==> src/hw/spimsp_pkg.sv <==
// Shared constants of the serial port and its input synchroniser.
`timescale 1ns/1ns
package spimsp_pkg;
  localparam int CHAR_BITS = 8;
  localparam int NUM_CS = 4;
  localparam int DIV_W = 8;
  localparam int CS_SEL_W = 2;
  localparam int EDGE_W = 5;
  localparam int BIT_CNT_W = 4;
  localparam logic [EDGE_W-1:0] LAST_EDGE = 5'h0f;
  localparam logic [BIT_CNT_W-1:0] CHAR_DONE = 4'h8;
  localparam logic [DIV_W-1:0] DIV_ONE = 8'h01;
  localparam logic [DIV_W-1:0] DIV_ZERO = 8'h00;
  localparam logic [NUM_CS-1:0] CS_IDLE = 4'hf;
  localparam logic [CHAR_BITS-1:0] CHAR_RESET = 8'h00;
  localparam int SYNC_W = 4;
  typedef enum logic [1:0] {ST_IDLE, ST_PULSE, ST_RUN, ST_DONE} spimsp_state_t;
endpackage : spimsp_pkg

// Two-flop synchroniser for each pin that enters the core clock domain.
module spimsp_sync
  import spimsp_pkg::*;
(
  input wire logic core_clk, // Core clock.
  input wire logic reset, // Synchronous reset.
  input wire logic [SYNC_W-1:0] async_in, // Pin levels.
  output logic [SYNC_W-1:0] sync_out // Synchronised levels.
);
  logic [SYNC_W-1:0] first_stage;

  for (genvar i = 0; i < SYNC_W; i++) begin : g_bit
    always_ff @(posedge core_clk) begin
      if (reset) begin
        first_stage[i] <= 1'b1;
        sync_out[i] <= 1'b1;
      end else begin
        first_stage[i] <= async_in[i];
        sync_out[i] <= first_stage[i];
      end
    end
  end
endmodule : spimsp_sync

==> src/hw/spimsp_port.sv <==
// Master and slave serial port with its documented silicon behaviour.
`timescale 1ns/1ns
//
// Contract
// - No transmit underrun flag in slave mode; a lost char goes unreported.
// - Mixed divisors, one equal to 1, polarity 1, phase 0: extra pulse.
// - Slave receive ready may assert falsely at the command that enables the port.
// - A disable command does not stop the port in slave mode.
module spimsp_port
  import spimsp_pkg::*;
(
  input wire logic core_clk, // Core clock, 250 MHz.
  input wire logic reset, // Synchronous reset, active high.
  input wire logic sw_reset, // Software reset pulse of the port.
  input wire logic enable_cmd, // Enable command pulse.
  input wire logic disable_cmd, // Disable command pulse.
  input wire logic slave_mode, // 1 selects slave, 0 master.
  input wire logic clock_polarity, // Idle level of the serial clock.
  input wire logic clock_phase, // 1 samples on the trailing edge.
  input wire logic alt_clock_divide_select, // Alternate divide option.
  input wire logic [NUM_CS-1:0][DIV_W-1:0] serial_clock_divisor, // Per CS.
  input wire logic [NUM_CS-1:0] cs_in_use, // Chip selects in use.
  input wire logic [CS_SEL_W-1:0] tx_cs_sel, // CS for the written char.
  input wire logic [CHAR_BITS-1:0] tx_data, // Transmit character.
  input wire logic tx_write, // Transmit holding write pulse.
  input wire logic rx_read, // Receive holding read pulse.
  output logic tx_empty, // Transmit holding register empty.
  output logic [CHAR_BITS-1:0] receive_holding_register, // Last char.
  output logic receive_ready_flag, // New character present.
  output logic port_enabled, // Port enabled state.
  output logic busy, // Master transfer in progress.
  input wire logic sck_in, // Serial clock pin input.
  output logic sck_out, // Serial clock pin output.
  output logic sck_oe, // Serial clock output enable.
  input wire logic mosi_in, // Master-out pin input.
  output logic mosi_out, // Master-out pin output.
  output logic mosi_oe, // Master-out output enable.
  input wire logic miso_in, // Master-in pin input.
  output logic miso_out, // Master-in pin output.
  output logic miso_oe, // Master-in output enable.
  input wire logic slave_select_n_in, // Slave select pin, active low.
  output logic [NUM_CS-1:0] cs_n_out // Chip select outputs, active low.
);
  typedef struct packed {
    spimsp_state_t st;
    logic enabled;
    logic [DIV_W-1:0] div_cnt;
    logic [EDGE_W-1:0] edge_cnt;
    logic [BIT_CNT_W-1:0] bit_cnt;
    logic [CS_SEL_W-1:0] cur_cs;
    logic [CHAR_BITS-1:0] tx_sh;
    logic [CHAR_BITS-1:0] rx_sh;
    logic [CHAR_BITS-1:0] tx_hold;
    logic hold_full;
    logic [CHAR_BITS-1:0] rx_data;
    logic rx_ready;
    logic sck;
    logic mosi;
    logic miso;
    logic miso_oe;
    logic [NUM_CS-1:0] cs_n;
    logic sck_prev;
    logic sel_prev_n;
  } spimsp_regs_t;

  localparam spimsp_regs_t REGS_RESET = '{
    st: ST_IDLE, enabled: 1'b0, div_cnt: DIV_ZERO, edge_cnt: '0,
    bit_cnt: '0, cur_cs: '0, tx_sh: CHAR_RESET, rx_sh: CHAR_RESET,
    tx_hold: CHAR_RESET, hold_full: 1'b0, rx_data: CHAR_RESET,
    rx_ready: 1'b0, sck: 1'b0, mosi: 1'b0, miso: 1'b0, miso_oe: 1'b0,
    cs_n: CS_IDLE, sck_prev: 1'b1, sel_prev_n: 1'b1};

  spimsp_regs_t r;
  spimsp_regs_t next_r;
  logic [SYNC_W-1:0] pins_sync;
  logic sck_s;
  logic mosi_s;
  logic miso_s;
  logic sel_n_s;
  logic any_div_one;
  logic any_div_other;
  logic extra_pulse;
  logic [DIV_W-1:0] half_period;
  logic [DIV_W-1:0] sel_div;

  spimsp_sync u_sync (
    .core_clk(core_clk),
    .reset(reset),
    .async_in({sck_in, mosi_in, miso_in, slave_select_n_in}),
    .sync_out(pins_sync)
  );

  assign sck_s = pins_sync[3];
  assign mosi_s = pins_sync[2];
  assign miso_s = pins_sync[1];
  assign sel_n_s = pins_sync[0];

  always_comb begin
    any_div_one = 1'b0;
    any_div_other = 1'b0;
    for (int i = 0; i < NUM_CS; i++) begin
      if (cs_in_use[i] && serial_clock_divisor[i] == DIV_ONE) begin
        any_div_one = 1'b1;
      end else if (cs_in_use[i]) begin
        any_div_other = 1'b1;
      end
    end
  end

  // The silicon fault: mixed divisors in polarity 1, phase 0 add a pulse.
  assign extra_pulse = any_div_one && any_div_other && clock_polarity &&
                       !clock_phase;

  // The alternate divide option is not honoured; the plain divisor is used.
  assign sel_div = serial_clock_divisor[r.cur_cs];
  assign half_period = (sel_div == DIV_ZERO) ? DIV_ONE : sel_div;

  always_comb begin
    logic lead;
    logic trail;
    logic sck_edge;
    lead = 1'b0;
    trail = 1'b0;
    sck_edge = 1'b0;
    next_r = r;
    next_r.sck_prev = sck_s;
    next_r.sel_prev_n = sel_n_s;

    if (rx_read) begin
      next_r.rx_ready = 1'b0;
    end

    if (enable_cmd) begin
      next_r.enabled = 1'b1;
      if (slave_mode && !r.enabled) begin
        next_r.rx_ready = 1'b1;
      end
    end else if (disable_cmd && !slave_mode) begin
      next_r.enabled = 1'b0;
    end

    if (tx_write) begin
      next_r.tx_hold = tx_data;
      next_r.hold_full = 1'b1;
      next_r.cur_cs = (r.st == ST_IDLE) ? tx_cs_sel : r.cur_cs;
    end

    if (!slave_mode) begin
      next_r.miso_oe = 1'b0;
      case (r.st)
        ST_IDLE: begin
          next_r.sck = clock_polarity;
          if (r.enabled && r.hold_full && !tx_write) begin
            next_r.tx_sh = r.tx_hold;
            next_r.hold_full = 1'b0;
            next_r.mosi = r.tx_hold[CHAR_BITS-1];
            next_r.cs_n = CS_IDLE;
            next_r.cs_n[r.cur_cs] = 1'b0;
            next_r.edge_cnt = '0;
            next_r.div_cnt = half_period - DIV_ONE;
            next_r.st = extra_pulse ? ST_PULSE : ST_RUN;
          end
        end
        ST_PULSE: begin
          if (r.div_cnt == DIV_ZERO) begin
            next_r.div_cnt = half_period - DIV_ONE;
            next_r.sck = !r.sck;
            if (r.sck != clock_polarity) begin
              next_r.st = ST_RUN;
            end
          end else begin
            next_r.div_cnt = r.div_cnt - DIV_ONE;
          end
        end
        ST_RUN: begin
          if (r.div_cnt == DIV_ZERO) begin
            next_r.div_cnt = half_period - DIV_ONE;
            next_r.sck = !r.sck;
            next_r.edge_cnt = r.edge_cnt + 5'h01;
            lead = !r.edge_cnt[0];
            trail = r.edge_cnt[0];
            if (r.edge_cnt == LAST_EDGE) begin
              next_r.st = ST_DONE;
            end
          end else begin
            next_r.div_cnt = r.div_cnt - DIV_ONE;
          end
          if ((clock_phase ? trail : lead)) begin
            next_r.rx_sh = {r.rx_sh[CHAR_BITS-2:0], miso_s};
          end
          if (clock_phase ? lead : trail) begin
            if (clock_phase) begin
              next_r.mosi = r.tx_sh[CHAR_BITS-1];
            end else begin
              next_r.tx_sh = {r.tx_sh[CHAR_BITS-2:0], 1'b0};
              next_r.mosi = r.tx_sh[CHAR_BITS-2];
            end
          end
          if (clock_phase && trail) begin
            next_r.tx_sh = {r.tx_sh[CHAR_BITS-2:0], 1'b0};
          end
        end
        default: begin
          if (r.div_cnt == DIV_ZERO) begin
            next_r.cs_n = CS_IDLE;
            next_r.rx_data = r.rx_sh;
            next_r.rx_ready = 1'b1;
            next_r.st = ST_IDLE;
          end else begin
            next_r.div_cnt = r.div_cnt - DIV_ONE;
          end
        end
      endcase
    end else begin
      next_r.st = ST_IDLE;
      next_r.cs_n = CS_IDLE;
      next_r.sck = clock_polarity;
      next_r.miso_oe = r.enabled && !sel_n_s;
      sck_edge = r.enabled && !sel_n_s && (sck_s != r.sck_prev);
      lead = sck_edge && (r.sck_prev == clock_polarity);
      trail = sck_edge && (r.sck_prev != clock_polarity);
      if (r.enabled && r.sel_prev_n && !sel_n_s) begin
        next_r.bit_cnt = '0;
        // An empty holding register resends the old shift value silently.
        if (r.hold_full) begin
          next_r.tx_sh = r.tx_hold;
          next_r.hold_full = 1'b0;
          next_r.miso = r.tx_hold[CHAR_BITS-1];
        end else begin
          next_r.miso = r.tx_sh[CHAR_BITS-1];
        end
      end else if (clock_phase ? trail : lead) begin
        next_r.rx_sh = {r.rx_sh[CHAR_BITS-2:0], mosi_s};
        next_r.bit_cnt = r.bit_cnt + 4'h1;
        if (r.bit_cnt + 4'h1 == CHAR_DONE) begin
          next_r.rx_data = {r.rx_sh[CHAR_BITS-2:0], mosi_s};
          next_r.rx_ready = 1'b1;
          next_r.bit_cnt = '0;
          if (r.hold_full) begin
            next_r.tx_sh = r.tx_hold;
            next_r.hold_full = 1'b0;
          end
        end
      end else if ((clock_phase ? lead : trail) && r.bit_cnt != '0) begin
        next_r.tx_sh = {r.tx_sh[CHAR_BITS-2:0], 1'b0};
        next_r.miso = r.tx_sh[CHAR_BITS-2];
      end else if (clock_phase && lead) begin
        next_r.miso = r.tx_sh[CHAR_BITS-1];
      end
    end

    if (sw_reset) begin
      next_r = REGS_RESET;
    end
  end

  always_ff @(posedge core_clk) begin
    if (reset) begin
      r <= REGS_RESET;
    end else begin
      r <= next_r;
    end
  end

  always_ff @(posedge core_clk) begin
    if (reset) begin
      tx_empty <= 1'b1;
      receive_holding_register <= CHAR_RESET;
      receive_ready_flag <= 1'b0;
      port_enabled <= 1'b0;
      busy <= 1'b0;
      sck_out <= 1'b0;
      sck_oe <= 1'b0;
      mosi_out <= 1'b0;
      mosi_oe <= 1'b0;
      miso_out <= 1'b0;
      miso_oe <= 1'b0;
      cs_n_out <= CS_IDLE;
    end else begin
      tx_empty <= !next_r.hold_full;
      receive_holding_register <= next_r.rx_data;
      receive_ready_flag <= next_r.rx_ready;
      port_enabled <= next_r.enabled;
      busy <= next_r.st != ST_IDLE;
      sck_out <= next_r.sck;
      sck_oe <= next_r.enabled && !slave_mode;
      mosi_out <= next_r.mosi;
      mosi_oe <= next_r.enabled && !slave_mode;
      miso_out <= next_r.miso;
      miso_oe <= next_r.miso_oe;
      cs_n_out <= next_r.cs_n;
    end
  end
endmodule : spimsp_port

==> config.mk <==
export PLATFORM = sky130hd
export DESIGN_NAME = spimsp_port
export DESIGN_NICKNAME = d
export VERILOG_FILES = /design/src/hw/spimsp_pkg.sv /design/src/hw/spimsp_port.sv
export SDC_FILE = /design/constraint.sdc
export NUM_CORES = 1
export LEC_CHECK = 0
export BUFFER_PORTS_ARGS = -buffer_cell sky130_fd_sc_hd__buf_2
export CAP_MARGIN = 10
export CELL_PAD_IN_SITES_DETAIL_PLACEMENT = 1
export CELL_PAD_IN_SITES_GLOBAL_PLACEMENT = 2
export CORE_ASPECT_RATIO = 0.8
export CORE_UTILIZATION = 25
export CTS_BUF_LIST = sky130_fd_sc_hd__clkbuf_8
export DETAILED_ROUTE_END_ITERATION = 10
export MAX_ROUTING_LAYER = met4
export PLACE_DENSITY_LB_ADDON = 0.12
export REMOVE_ABC_BUFFERS = 1
export SLEW_MARGIN = 0
export SYNTH_ARGS = -nofsm -noshare
export SYNTH_HDL_FRONTEND = slang
export SYNTH_HIERARCHICAL = 1
export SYNTH_SLANG_ARGS = --single-unit
==> constraint.sdc <==
create_clock -name core_clk -period 5.1 [get_ports core_clk]
set_input_delay 0.51 -clock core_clk [delete_from_list [all_inputs] [get_ports core_clk]]
set_output_delay 0.51 -clock core_clk [all_outputs]
set_load 0.02 [all_outputs]
==> results.toml <==
[outcome]
status = "completed"

[route]
vias = 3886
ant_nets = 0
drt-wirelength-per-cell_um = 16.78
drtIter0Drc = 123
routed_via_density = 4.976
dr.pass1.iters = 4
drc = 0
wl_um = 13110

[floorplanning]
rows = 42
initial_core_util_pct = 25.90
coreArea_um2 = 16710
die-area_um2 = 17840
fp.dieW_um = 149.1
die_height_um = 119.7
ios = 83

[cts]
clock-sinks = 77
post-cts-setup-buffers = 0
ctsHtreeMaxLevel = 3
root_buffer = "clkbuf_8"
cts_tree = "done"
hold_buffers = 0
clk_latency_ps = 370
cts_buffers = 9
cts_resized = 0
clk_pin_slew_worst_paths_ps = 80
clockBufferDepth = 2

[global_routing]
grt_pass1_vias = 4054
grt-ovfl-total = 0
grt_pass1_wl_um = 21330
grt_start_max_net_pins = 38
grt_usage_pct = 15.89
antenna_found_initial = 0

[placed_design]
dp_hpwl_um = 9877
dp_cells = 765
post-place-ws_ps = 2090
gp_congestion = 0.7879
post_dp_cell_area_um2 = 4808
port_buffers = 81

[timing]
fin_tns_setup_ps = 0
slew_headroom_pct = 23.13
setup_violations = 0
fmax_mhz = 332.4
max_slew.worst_pin.slew_ps = 1149
holdWs_ps = 314.3
fin_crit_sh_pct = 58.98
finalCriticalPeriod_ps = 3008
layout_setup_ws_ps = 2092
clock_skew_ps = 10.17
finalHoldViolCount = 0
rsz0062_at_grt = "false"
slew_violations = 0

[setup_path]
critPathKind = "flop to flop"
cp_cell_sequence = "inv_1, ha_1, nor4b_4, nand2_1, a21oi_1, o21ai_0, a221oi_2, nor2_1"
required_ps = 5350
r2r_setup_slack_ps = 2090
cp_num_buf_inv = 1
worst-path-max-fanout = 12
cpPeakStageDelay_ps = 840
crit_path_top_delay_cell = "a21oi_1"
r2r-end = "r[58]$_SDFFE_PP0P_"
crit_start = "r[55]$_SDFFE_PP0P_"
start_kind = "flop"
worst_r2r_path_depth = 8
end_kind = "flop"
arrival_ps = 3260
r2r-start = "r[55]$_SDFFE_PP0P_"
crit_family = "compound AO/OA/AOI/OAI gates"

[finish]
syn2layout_area_growth_pct = 16.48
num_antenna_cells = 0
final_nets = 629
final_cell_count_no_fill = 781
post-route-util_pct = 30.17
fin_area_um2 = 5041
drive_above_1_share_pct = 21.21

[synth]
netlist.area_leader.share_pct = 35.62
synth-edff-count = 0
syn_avg_cell_area_um2 = 8.726
synth_largest_area_cell = "dfxtp_1"
ys_seq_area_share_pct = 35.62
ys.flop_type = "dfxtp_1"
ys_types = 70
synth-seq-cells = 77
netlist_instances = 496
syn_area_um2 = 4328
synth_top_cells_by_area = "dfxtp_1 36%, mux2i_1 4.9%, mux4_1 4.9%, nor2_1 4.9%, a21oi_1 4.2%"
ys_warn_count = 6
async_flop_share_pct = 0

[power_and_ir_drop]
ir_drop_mv = 0.09558
powerDensity_nw_per_um2 = 255.2
power.total_mw = 1.287
p_leak_nw = 1.931

[min_path]
min_path_cells = 2
hold_class = "primary input to flop"
hp-start = "sck_in"
holdPathEnd = "u_sync/first_stage[3]$_SDFF_PP1_"

[job]
maxCapViolCount = 0
[kinds of logic (layout without fill, tap and decap cells)]
family,Yosys count,in the layout,share of synthesized area [%]
simple gates,185,185,21.77
compound gates,133,133,20.70
flops,77,77,35.62
buf+inv,49,114,6.273
mux,30,30,9.974
fa+ha+maj,12,12,3.469
xor+xnor,10,10,2.197
[power by group]
part,internal [mW],switching (mW)
combinational,0.0533,0.0671
clock,0.303,0.243
sequential,0.610,0.00963
total,0.967,0.320
[placed cells by master, fill, tap and decap left out, types with 10 or more instances in the layout]
cell      instances
buf_2            81
nand3_1          14
mux2i_1          21
inv_1            15
nand2_1          47
nor3_1           10
a21oi_1          36
ha_1             12
nor2_1           56
o21ai_0          23
clkbuf_8         11
dfxtp_1          77
a22oi_1          15
[worst max-delay path by stage]
stage	end	slack (ps)	depth (start not counted)
after floorplan	r[59]$_SDFFE_PP0P_	2720	8
after global placement	r[58]$_SDFFE_PP0P_	2180	8
after detailed placement	r[58]$_SDFFE_PP0P_	2090	8
after CTS	r[58]$_SDFFE_PP0P_	2060	8
after global routing	r[58]$_SDFFE_PP0P_	1770	8
final	r[58]$_SDFFE_PP0P_	2090	8
[layout make-up]
cell class / instances / area (µm²)
Clock inverter: 5 / 81.33
Fill cell: 2005 / 11670
Multi-Input combinational cell: 370 / 2515
Inverter: 15 / 56.30
Sequential cell: 77 / 1541
Clock buffer: 11 / 151.4
Tap cell: 220 / 275.3
Timing Repair Buffer: 83 / 420.4
[layer usage]
layer	part of all wire, %	vias to the layer above	track usage (%)
met5	0	-	-
met4	1.2	0	4.783
met3	2.5	14	3.194
met2	45	41	24.39
met1	52	1889	20.97
li1	-	1942	-
[cells in the mapped netlist, drive strengths merged, types with 10 or more instances]
master	instances
o21ai	25
nor3	13
a21oi	36
inv	15
nor2	57
mux2i	21
buf	21
clkbuf	12
a22oi	15
nand3	14
or2	10
nand2	47
ha	12
dfxtp	77
[worst register-to-register path, delay by kind of cell, from the launching register on]
kind / cells / cell delay, ps
adders and majority gates: 1 / 230
and+or+nand+nor: 3 / 820
DFF: 1 / 330
AOI/OAI and AO/OA: 3 / 1420
buffers and inverters: 1 / 80
[flip-flops by register name, summed over array words and instances (netlist names), 4 cells and up]
| register | count |
|---|---|
| r | 48 |
| receive_holding_register | 8 |
| cs_n_out | 4 |
| u_sync/first_stage | 4 |
| u_sync/sync_out | 4 |
(Power assumes the default switching activity.)
